### src/logic/hpc_defs.svh
`ifndef HPC_DEFS_SVH
`define HPC_DEFS_SVH

// Register offsets on the configuration port
`define HPC_OFS_OPTIONS_B 8'h07
`define HPC_OFS_OPTIONS_C 8'h08
`define HPC_OFS_FIXED_PORTS 8'h09
`define HPC_OFS_SP_PORT_OFF 8'h0A

// Field positions
`define HPC_BIT_COMPOUND 3
`define HPC_BIT_RENUM_SEL 3
`define HPC_BIT_STRING_EN 0

// Writable bits per register, everything else reserved
`define HPC_MASK_OPTIONS_B 8'h08
`define HPC_MASK_OPTIONS_C 8'h09
`define HPC_MASK_PORTS 8'h0E

// Reset values
`define HPC_RST_OPTIONS_B 8'h00
`define HPC_RST_OPTIONS_C 8'h00
`define HPC_RST_FIXED_PORTS 8'h00
`define HPC_RST_SP_PORT_OFF 8'h00

// Read data for an unmapped offset
`define HPC_RD_UNMAPPED 8'h00

`endif

### src/logic/hpc_pkg.sv
package hpc_pkg;

  // One access from the configuration master
  typedef struct packed {
    logic wr;
    logic rd;
    logic [7:0] addr;
    logic [7:0] wdata;
  } hpc_reg_req_t;

  // Decoded option bits that steer the hub
  typedef struct packed {
    logic compound;
    logic renum_sel;
    logic string_en;
  } hpc_options_t;

endpackage

### src/logic/hpc_port_numbering.sv
`timescale 1ns/100ps
// Contiguous numbering: each enabled physical port gets the count of
// enabled ports at or below it; a disabled port gets zero.
module hpc_port_numbering
  import hpc_pkg::*;
#(
  parameter int NPORTS = 3,
  parameter int NW = 2
) (
  input wire logic [NPORTS:1] port_off_i,
  output logic [NPORTS:1][NW-1:0] port_num_o,
  output logic [NW-1:0] port_count_o
);

  function automatic logic [NW-1:0] count_upto(
    input logic [NPORTS:1] en,
    input int top
  );
    logic [NW-1:0] c;
    c = '0;
    for (int i = 1; i <= NPORTS; i++) begin
      if (i <= top && en[i]) begin
        c = c + 1'b1;
      end
    end
    return c;
  endfunction

  wire logic [NPORTS:1] port_en;
  assign port_en = ~port_off_i;

  genvar g;
  generate
    for (g = 1; g <= NPORTS; g++) begin : g_num
      // Higher ports shift down past any disabled one
      assign port_num_o[g] = port_en[g] ? count_upto(port_en, g) : '0;
    end
  endgenerate

  assign port_count_o = count_upto(port_en, NPORTS);

endmodule

### src/logic/hpc_config_regs.sv
`timescale 1ns/100ps
`include "hpc_defs.svh"

// What this block does
// - Options B bit 3 flags compound device
// - Standard mode reports port n as n only while ports 1 to n are all enabled
// - Standard mode: disable masks, contiguous renumbering
// - Re-map mode follows external re-map tables
// - Options C bit 0 enables string descriptors
// - Fixed mask marks permanently attached ports
// - Fixed mask bits 3:1 map ports
// - Self-powered off mask disables ports in standard mode while self-powered; re-map mode ignores it
// - Any combination; correct count, reordered ports
// - Off mask bits 3:1 map ports
// - Off mask resets to zero
module hpc_config_regs
  import hpc_pkg::*;
#(
  parameter int NPORTS = 3,
  parameter int NW = 2
) (
  input wire logic mclk_i,
  input wire logic rst_b_i,
  input wire hpc_reg_req_t reg_req_i,
  output logic [7:0] reg_rdata_o,
  output logic reg_rvalid_o,
  input wire logic self_powered_i,
  input wire logic [NPORTS:1] bus_pwr_port_off_i,
  input wire logic [NPORTS:1][NW-1:0] remap_num_i,
  output logic compound_o,
  output logic string_en_o,
  output logic renum_select_o,
  output logic [NPORTS:1] port_enabled_o,
  output logic [NPORTS:1][NW-1:0] port_number_o,
  output logic [NW-1:0] enabled_count_o,
  output logic [NPORTS:1] fixed_port_o
);

  // Masks are 8 bits with bit 0 reserved, so at most 7 ports
  generate
    if (NPORTS < 1 || NPORTS > 7) begin : g_bad_nports
      $error("NPORTS must be 1 to 7");
    end
    if ((1 << NW) <= NPORTS) begin : g_bad_nw
      $error("NW too narrow for NPORTS");
    end
  endgenerate

  // Count of nonzero re-map entries; a zero entry means port unused
  function automatic logic [NW-1:0] count_mapped(
    input logic [NPORTS:1][NW-1:0] m
  );
    logic [NW-1:0] c;
    c = '0;
    for (int i = 1; i <= NPORTS; i++) begin
      if (m[i] != '0) begin
        c = c + 1'b1;
      end
    end
    return c;
  endfunction

  // One offset compare, shared by the write and read decode
  function automatic logic hits_offset(
    input logic [7:0] addr,
    input logic [7:0] ofs
  );
    return addr == ofs;
  endfunction

  logic [7:0] options_b_r;
  logic [7:0] options_c_r;
  logic [7:0] fixed_device_ports_r;
  logic [7:0] self_powered_port_off_r;

  wire logic hit_b;
  wire logic hit_c;
  wire logic hit_fixed;
  wire logic hit_off;
  // Full 8-bit compare, so no offset aliases onto another
  assign hit_b = hits_offset(reg_req_i.addr, `HPC_OFS_OPTIONS_B);
  assign hit_c = hits_offset(reg_req_i.addr, `HPC_OFS_OPTIONS_C);
  assign hit_fixed = hits_offset(reg_req_i.addr, `HPC_OFS_FIXED_PORTS);
  assign hit_off = hits_offset(reg_req_i.addr, `HPC_OFS_SP_PORT_OFF);

  // Write strobes, one per register; unmapped writes match none
  wire logic we_b;
  wire logic we_c;
  wire logic we_fixed;
  wire logic we_off;
  assign we_b = reg_req_i.wr && hit_b;
  assign we_c = reg_req_i.wr && hit_c;
  assign we_fixed = reg_req_i.wr && hit_fixed;
  assign we_off = reg_req_i.wr && hit_off;

  // Only defined bits are stored, so reserved bits stay zero
  wire logic [7:0] options_b_nxt;
  wire logic [7:0] options_c_nxt;
  wire logic [7:0] fixed_nxt;
  wire logic [7:0] off_nxt;
  assign options_b_nxt = reg_req_i.wdata & `HPC_MASK_OPTIONS_B;
  assign options_c_nxt = reg_req_i.wdata & `HPC_MASK_OPTIONS_C;
  assign fixed_nxt = reg_req_i.wdata & `HPC_MASK_PORTS;
  assign off_nxt = reg_req_i.wdata & `HPC_MASK_PORTS;

  // One block per register keeps each write strobe local
  always_ff @(posedge mclk_i or negedge rst_b_i) begin
    if (!rst_b_i) begin
      options_b_r <= `HPC_RST_OPTIONS_B;
    end else if (we_b) begin
      options_b_r <= options_b_nxt;
    end
  end

  always_ff @(posedge mclk_i or negedge rst_b_i) begin
    if (!rst_b_i) begin
      options_c_r <= `HPC_RST_OPTIONS_C;
    end else if (we_c) begin
      options_c_r <= options_c_nxt;
    end
  end

  always_ff @(posedge mclk_i or negedge rst_b_i) begin
    if (!rst_b_i) begin
      fixed_device_ports_r <= `HPC_RST_FIXED_PORTS;
    end else if (we_fixed) begin
      fixed_device_ports_r <= fixed_nxt;
    end
  end

  always_ff @(posedge mclk_i or negedge rst_b_i) begin
    if (!rst_b_i) begin
      self_powered_port_off_r <= `HPC_RST_SP_PORT_OFF;
    end else if (we_off) begin
      self_powered_port_off_r <= off_nxt;
    end
  end

  // Read path: one gated term per register, offsets are one-hot
  wire logic [7:0] rd_b;
  wire logic [7:0] rd_c;
  wire logic [7:0] rd_fixed;
  wire logic [7:0] rd_off;
  assign rd_b = hit_b ? options_b_r : 8'h00;
  assign rd_c = hit_c ? options_c_r : 8'h00;
  assign rd_fixed = hit_fixed ? fixed_device_ports_r : 8'h00;
  assign rd_off = hit_off ? self_powered_port_off_r : 8'h00;
  wire logic hit_any;
  assign hit_any = hit_b || hit_c || hit_fixed || hit_off;
  wire logic [7:0] rdata_nxt;
  assign rdata_nxt = hit_any ? (rd_b | rd_c | rd_fixed | rd_off) :
                     `HPC_RD_UNMAPPED;

  always_ff @(posedge mclk_i or negedge rst_b_i) begin
    if (!rst_b_i) begin
      reg_rvalid_o <= 1'b0;
    end else begin
      reg_rvalid_o <= reg_req_i.rd;
    end
  end

  // Read data holds its value until the next read
  always_ff @(posedge mclk_i or negedge rst_b_i) begin
    if (!rst_b_i) begin
      reg_rdata_o <= 8'h00;
    end else if (reg_req_i.rd) begin
      reg_rdata_o <= rdata_nxt;
    end
  end

  // Option fields gathered once for the mode logic
  function automatic hpc_options_t decode_options(
    input logic [7:0] b,
    input logic [7:0] c
  );
    hpc_options_t o;
    o.compound = b[`HPC_BIT_COMPOUND];
    o.renum_sel = c[`HPC_BIT_RENUM_SEL];
    o.string_en = c[`HPC_BIT_STRING_EN];
    return o;
  endfunction

  wire hpc_options_t opts;
  assign opts = decode_options(options_b_r, options_c_r);

  // Port fields of the two masks; reserved bits never leave here
  wire logic [NPORTS:1] fixed_field;
  wire logic [NPORTS:1] sp_off_field;
  assign fixed_field = fixed_device_ports_r[NPORTS:1];
  assign sp_off_field = self_powered_port_off_r[NPORTS:1];

  // Standard mode: disable mask picked by power source
  wire logic [NPORTS:1] std_off;
  assign std_off = self_powered_i ?
                   sp_off_field :
                   bus_pwr_port_off_i;

  wire logic [NPORTS:1][NW-1:0] std_num;
  wire logic [NW-1:0] std_count;

  hpc_port_numbering #(
    .NPORTS(NPORTS),
    .NW(NW)
  ) u_numbering (
    .port_off_i(std_off),
    .port_num_o(std_num),
    .port_count_o(std_count)
  );

  // Re-map mode: external tables give number, zero means disabled
  wire logic [NPORTS:1] remap_en;
  wire logic [NW-1:0] remap_count;
  genvar g;
  generate
    for (g = 1; g <= NPORTS; g++) begin : g_remap
      assign remap_en[g] = remap_num_i[g] != '0;
    end
  endgenerate
  assign remap_count = count_mapped(remap_num_i);

  // Mode select between contiguous numbering and re-map tables
  wire logic [NPORTS:1] en_nxt;
  wire logic [NPORTS:1][NW-1:0] num_nxt;
  wire logic [NW-1:0] count_nxt;
  generate
    for (g = 1; g <= NPORTS; g++) begin : g_select
      assign en_nxt[g] = opts.renum_sel ?
                         remap_en[g] : !std_off[g];
      assign num_nxt[g] = opts.renum_sel ?
                          remap_num_i[g] : std_num[g];
    end
  endgenerate
  assign count_nxt = opts.renum_sel ? remap_count : std_count;

  // Fixed attachment reported only for ports still enabled
  wire logic [NPORTS:1] fixed_nxt_view;
  generate
    for (g = 1; g <= NPORTS; g++) begin : g_fixed
      assign fixed_nxt_view[g] = fixed_field[g] && en_nxt[g];
    end
  endgenerate

  // Outputs registered: one cycle after a write takes effect
  always_ff @(posedge mclk_i or negedge rst_b_i) begin
    if (!rst_b_i) begin
      compound_o <= 1'b0;
    end else begin
      compound_o <= opts.compound;
    end
  end

  always_ff @(posedge mclk_i or negedge rst_b_i) begin
    if (!rst_b_i) begin
      string_en_o <= 1'b0;
    end else begin
      string_en_o <= opts.string_en;
    end
  end

  always_ff @(posedge mclk_i or negedge rst_b_i) begin
    if (!rst_b_i) begin
      renum_select_o <= 1'b0;
    end else begin
      renum_select_o <= opts.renum_sel;
    end
  end

  // Port view trails its inputs by one cycle; a host poll never
  // sees a half-updated mix of mode and mask
  always_ff @(posedge mclk_i or negedge rst_b_i) begin
    if (!rst_b_i) begin
      port_enabled_o <= '0;
    end else begin
      port_enabled_o <= en_nxt;
    end
  end

  always_ff @(posedge mclk_i or negedge rst_b_i) begin
    if (!rst_b_i) begin
      port_number_o <= '0;
    end else begin
      port_number_o <= num_nxt;
    end
  end

  always_ff @(posedge mclk_i or negedge rst_b_i) begin
    if (!rst_b_i) begin
      enabled_count_o <= '0;
    end else begin
      enabled_count_o <= count_nxt;
    end
  end

  always_ff @(posedge mclk_i or negedge rst_b_i) begin
    if (!rst_b_i) begin
      fixed_port_o <= '0;
    end else begin
      fixed_port_o <= fixed_nxt_view;
    end
  end

endmodule

### config.mk
export PLATFORM = sky130hd
export DESIGN_NAME = hpc_config_regs
export DESIGN_NICKNAME = d
export VERILOG_FILES = /design/src/logic/hpc_pkg.sv /design/src/logic/hpc_port_numbering.sv /design/src/logic/hpc_config_regs.sv
export VERILOG_INCLUDE_DIRS = /design/src /design/src/logic
export SDC_FILE = /design/constraint.sdc
export NUM_CORES = 1
export LEC_CHECK = 0
export BUFFER_PORTS_ARGS = -buffer_cell sky130_fd_sc_hd__buf_2
export CAP_MARGIN = 20
export CORE_MARGIN = 5
export CORE_UTILIZATION = 52
export DETAILED_ROUTE_END_ITERATION = 8
export GPL_ROUTABILITY_DRIVEN = 0
export GPL_TIMING_DRIVEN = 0
export PLACE_DENSITY_LB_ADDON = 0.25
export SYNTH_ARGS = -nofsm -noshare
export SYNTH_HDL_FRONTEND = slang
export SYNTH_HIERARCHICAL = 1
export SYNTH_SLANG_ARGS = --single-unit
### constraint.sdc
create_clock -name mclk_i -period 2.92 [get_ports mclk_i]
set_input_delay 0.292 -clock mclk_i [delete_from_list [all_inputs] [get_ports mclk_i]]
set_output_delay 0.292 -clock mclk_i [all_outputs]
set_load 0.005 [all_outputs]
==> qor.yml, run 1 <==
status: "completed"
core_area_sq_um: 2760
drv_cap: 0
crit_type: "reg2reg"
tritoncts: "done"
crit_chain: "mux2_2, inv_1, ha_1, inv_1, ha_1, inv_1, mux2_2"
ir_drop_mv: 0.498
drv_slew: 0
antenna_cells: 0
setup_viol: 0
gr-total-overflow: 0
cts.sinks: 31
dpl_cell_area_sq_um: 1770
p_per_area_nw_per_um2: 497
final_nets: 221
report.final.hold_viol_count: 0
worstPathRequired_ps: 3140
endpoint_kind: "flip-flop"
area_growth_pct: 25.6
syn_area_sq_um: 1490
dieArea_sq_um: 4030
numCtsBuffers: 5
critPathMostFrequentCell: "inv_1"
ant_nets: 0
reg2reg_slack_ps: 1270
synthCells: 127
fmax_mhz: 606
ys_ff_latch: 31
num_vias: 1092
critPathLaunchType: "flip-flop"
grt_max_degree: 32
avgViaCountPerCell: 5.03
synth_edf_count: 0
route.detailed.drc: 0
arrival_ps: 1870
critical_path.top_delay_family: "multiplexers"
fin_area_sq_um: 1870
fin_crit_ps: 1650
crit_path_max_incr_delay_ps: 400
p_leak_nw: 0.960
cts-root-buf: "clkbuf_4"
path_max_fanout: 4
synth_top_area_share: 0.521
wl_per_cell_um: 13.6
track_usage: 0.160
dp_hpwl_um: 2270
path_buf_inv: 3
antenna_found_initial: 0
yosys_warnings: 6
die_h_um: 63.5
wirelength_um: 2950
async_reset_ff_frac: 1.00
grt_pass1_wl_um: 5030
crit_slowest_cell: "dfrtp_1"
die_w_um: 63.5
synth_cell_type_count: 32
power_mw: 0.929
rsz0062_at_grt: "false"
initial_core_util: 0.540
setup-tns-final_ps: 0
cts_repair_resize_count: 0
ys_seq_area_frac: 0.521
tightest_slew_ps: 671
slew_headroom: 0.552
postCtsSetupRepairBufs: 0
synthFlopType: "dfrtp_1"
clk_pin_slew_worst_paths_ps: 100
hold_buffers: 1
clkLatencyLatePin_ps: 330
syn_area_per_cell_sq_um: 11.7
fin_skew_ps: 4.06
fin_crit_sh: 0.565
synth_area_leaders: "dfrtp_1 52%, mux2_2 13%, ha_1 5.0%, inv_1 3.3%, nor4_4 2.9%"
drt_iter0_markers: 24
io_pins: 56
hp-class: "in2reg"
drive_above_1_share: 0.457
first_global_vias: 1135
synth_top_area_cell: "dfrtp_1"
row_count: 19
htreeDepth: 2
dr.pass1.iters: 4
portBuffers: 47
clk_path_buf_depth: 2
## state kept, by name, indices dropped and copies added (netlist names), 2 cells and up
signal                   flops
enabled_count_o              2
self_powered_port_off_r      3
fixed_device_ports_r         3
fixed_port_o                 3
port_enabled_o               3
reg_rdata_o                  4
options_c_r                  2
port_number_o                6
## area by class of cell
cell class | count | area (sq um)
Clock inverter | 2 | 35.0
Tap cell | 31 | 38.8
Timing Repair Buffer | 48 | 245
Clock buffer | 6 | 51.3
Multi-Input combinational cell | 78 | 619
Fill cell | 207 | 887
Inverter | 13 | 48.8
Buffer | 8 | 56.3
Sequential cell | 31 | 776
## worst register-to-register path: cells and delay by family, from the launching register on
kind	cells	cell delay [ps]
buf+inv	3	170
fa+ha+maj	2	410
mux	2	570
flops	1	400
## cell families after synthesis
| logic type | Yosys count | share of synthesized area |
|---|---|---|
| mux | 20 | 0.150 |
| compound gates | 15 | 0.0613 |
| xor+xnor | 1 | 0.00588 |
| other cells | 2 | 0.00504 |
| buf+inv | 21 | 0.0706 |
| simple gates | 31 | 0.135 |
| fa+ha+maj | 6 | 0.0504 |
| flops | 31 | 0.521 |
## per-layer routing
layer  global-route usage  routed length, um  vias up
met2                0.258               1440       40
met3               0.0764                286        6
met5                    0                  0        -
li1                     -                  -      530
met4               0.0623                 47        0
met1                0.183               1180      516
## synthesized netlist by cell type, types with 3 or more instances
cell type and number:
inv_1 13, mux2_2 17, and2_1 4, nor2_1 5, nand3_1 3, o21ai_0 7, buf_4 5, dfrtp_1 31
ha_1 6, nand2_1 5
## layout by cell type, fill, tap and decap left out, types with 2 or more instances in the layout
cell type  netlist  layout
buf_2            0      47
dfrtp_1         31      31
mux2_2          17      17
inv_1           13      13
o21ai_0          7       7
ha_1             6       6
nor2_1           5       5
nand2_1          5       5
buf_4            5       5
conb_1           2       5
clkbuf_4         0       5
and2_1           4       4
nand3_1          3       3
clkbuf_1         2       2
a21oi_1          2       2
nor4_4           2       2
mux2_1           2       2
nor2_2           2       2
nor2b_1          2       2
a22o_1           2       2
o22ai_1          2       2
## power breakdown
part	switching, mW	internal (mW)
registers	0.00793	0.451
clock network	0.148	0.202
logic	0.0608	0.0588
## path summary, 6_finish.rpt
path | from | end | depth (start not counted)
hold / removal | reg_req_i[16] | reg_rvalid_o | 1
hold reg to reg | options_c_r[3] | renum_select_o | 0
min in group asynchronous | rst_b_i | options_c_r[0] | 2
setup reg to reg | self_powered_port_off_r[1] | enabled_count_o[0] | 7
max in group asynchronous | rst_b_i | fixed_port_o[2] | 2
setup / recovery | self_powered_port_off_r[1] | enabled_count_o[0] | 7
## metrics by stage
stage | hold slack [ps] | utilization | std cells | worst slack (ps)
2_1_floorplan | -3.59 | - | 130 | 1150
3_3_place_gp | 358 | 0.643 | 208 | 977
3_5_place_dp | 359 | 0.643 | 208 | 945
4_1_cts | 127 | 0.678 | 217 | 1270
5_1_grt | 135 | 0.678 | 217 | 1200
6_report | 144 | 0.678 | 217 | 1270
Power figures use the tool's default switching activity.
==> run 2: changes to the inputs <==
--- a/config.mk
+++ b/config.mk
@@ -9,7 +9,7 @@
 export BUFFER_PORTS_ARGS = -buffer_cell sky130_fd_sc_hd__buf_2
 export CAP_MARGIN = 20
 export CORE_MARGIN = 5
-export CORE_UTILIZATION = 52
+export CORE_UTILIZATION = 43
 export DETAILED_ROUTE_END_ITERATION = 8
 export GPL_ROUTABILITY_DRIVEN = 0
 export GPL_TIMING_DRIVEN = 0
==> constraint.sdc (replaced) <==
create_clock -name mclk_i -period 1.4 [get_ports mclk_i]
set_input_delay 0.14 -clock mclk_i [delete_from_list [all_inputs] [get_ports mclk_i]]
set_output_delay 0.14 -clock mclk_i [all_outputs]
set_load 0.005 [all_outputs]
==> qor.yml, run 2 (synthesized netlist as in run 1, its figures left out) <==
power_frac_comb: 0.153  # +0.024
grt_use_met1: 0.168  # -0.0147
cts.sinks: 31  # unchanged
layout_common_cells: "47 x buf_2, 31 x dfrtp_1, 13 x buf_4"
setup-tns-final_ps: -228  # -228 ps
final_common_cell: "buf_2"
gr-usage-met3: 0.0357  # -0.0407
dr.pass1.iters: 4  # unchanged
clk_path_buf_depth: 2  # unchanged
hp-class: "in2reg"
die_h_um: 68.8  # +8.4%
slew_headroom: 0.565  # +0.0129
pre_cts_ws_ps: -334  # -1280 ps
endpoint_kind: "flip-flop"
busiest_layer: "met2"
num-fill-cells: 298  # +44%
dieArea_sq_um: 4740  # +18%
numCtsBuffers: 5  # unchanged
grt_pass1_wl_um: 4740  # -5.8%
area_growth_pct: 36.7
grt_max_degree: 32  # unchanged
largest_register: "port_number_o"
num_vias: 1075  # -1.6%
path_max_fanout: 2  # -2
antenna_cells: 0  # unchanged
tightest_slew_ps: 652  # -19.3 ps
antenna_found_initial: 0  # unchanged
final_util: 0.610  # -0.0683
avgViaCountPerCell: 4.50  # -11%
fin_crit_ps: 1540  # -108 ps
drt_iter0_markers: 29  # +21%
top_regs: "port_number_o x6, reg_rdata_o x4"
p_per_area_nw_per_um2: 969  # +95%
initial_core_util: 0.446  # -0.0937
io_pins: 56  # unchanged
status: "finished, violations left"
report.final.hold_viol_count: 0  # unchanged
route.detailed.drc: 0  # unchanged
portBuffers: 47  # unchanged
clk_pin_slew_worst_paths_ps: 100  # about the same
cts-root-buf: "clkbuf_4"
drive_above_1_share: 0.534  # +0.0767
track_usage: 0.137  # -0.0231
power_frac_seq: 0.486  # -0.008
ant_nets: 0  # unchanged
tritoncts: "done"
dp_hpwl_um: 2260  # -0.79%
violations: "negative setup slack"
row_count: 21  # +2
ir_drop_mv: 0.646  # +30%
clkLatencyLatePin_ps: 310  # -20 ps
gr-total-overflow: 0  # unchanged
fin_skew_ps: 15.5  # +11.4 ps
swShare: 0.230  # -0.00402
wirelength_um: 3020  # +2.3%
first_global_vias: 1060  # -6.6%
setup_viol: 4  # +4
fin_crit_sh: 1.10  # +0.536
drv_cap: 0  # unchanged
grt.met2_usage: 0.231  # -0.0267
pwr-share-clk: 0.362  # -0.015
fmax_mhz: 648  # +7.0%
intPower_mw: 1.52  # +110%
rsz0062_at_grt: "true"
drv_slew: 0  # unchanged
worstPathRequired_ps: 1610  # -1530 ps
setup_ws_ps: -142  # -1410 ps
power_mw: 1.97  # +110%
core_area_sq_um: 3340  # +21%
die_w_um: 68.8  # +8.4%
crit_type: "reg2reg"
htreeDepth: 2  # unchanged
largest_register_ffs: 6  # unchanged
wl_per_cell_um: 12.6  # -7.1%
p_leak_nw: 1.02  # +6.4%
final_nets: 228  # +3.2%
arrival_ps: 1750  # -120 ps
critPathLaunchType: "flip-flop"
switchingPower_mw: 0.453  # +110%
holdWs_ps: 17.6  # -127 ps
## run 2: cell count changes in the layout (fill, tap and decap cells not counted), moves of 2 or more
cell / delta
buf_4: +8
mux2_4: +7
mux2_2: -6
inv_1: -4
ha_1: -3
ha_4: +3
inv_4: +3
clkbuf_1: -2
nor2_2: -2
nor2_4: +2
## run 2: power by group through the flow
stage	combinational (mW)	clock, mW	sequential [mW]
final	0.301	0.714	0.959
after global routing	0.336	0.791	0.964
after CTS	0.289	0.735	0.957
after detailed placement	0.256	0	0.975
after global placement	0.251	0	0.973
after floorplan	0.127	0	0.979
## run 2: stage by stage
stage | std cells | cell area (sq um)
2_1_floorplan | 130 | 1530
4_1_cts | 238 | 2000
5_1_grt | 239 | 2040
3_3_place_gp | 223 | 1820
6_report | 239 | 2040
3_5_place_dp | 223 | 1820
## run 2: per-layer routing
| layer | wire (um) | part of all wire | vias to the layer above |
|---|---|---|---|
| met5 | 0 | 0 | - |
| met4 | 20 | 0.0066 | 0 |
| met3 | 131 | 0.043 | 2 |
| met2 | 1600 | 0.53 | 23 |
| met1 | 1270 | 0.42 | 501 |
| li1 | - | - | 549 |
## run 2: timing repair
action,CTS,global route
endpoints found under the hold margin,31,0
resized for setup,9,6
buffers inserted,6,2
hold buffers,1,0
pin swaps,1,5
setup endpoints to repair,6,10
## run 2: cell type report
class / instances / area (sq um) / area share
clock buffer: 6 / 51.3 / 0.0252
timing repair buffer: 56 / 305 / 0.150
sequential: 31 / 776 / 0.381
tap: 46 / 57.6 / 0.0283
buffer: 7 / 56.3 / 0.0277
inverter: 13 / 56.3 / 0.0277
clock inverter: 2 / 35.0 / 0.0172
multi-input combinational: 78 / 698 / 0.343
## run 2: worst max-delay path: stages, from the launching register on
cell	delay (ps)
dfrtp_1	400
mux2_4	290
inv_4	70
ha_4	130
inv_4	30
ha_4	240
inv_2	20
mux2_4	250
## run 2: worst paths after layout
check / from / to / cells past startpoint / slack (ps)
worst max register to register: self_powered_port_off_r[1] / enabled_count_o[0] / 7 / -140
min in group asynchronous: rst_b_i / self_powered_port_off_r[2] / 2 / 380
worst min-delay path: reg_req_i[16] / reg_rvalid_o / 1 / 20
worst min register to register: options_b_r[3] / compound_o / 0 / 420
max in group asynchronous: rst_b_i / fixed_port_o[2] / 2 / 590
worst max-delay path: self_powered_port_off_r[1] / enabled_count_o[0] / 7 / -140
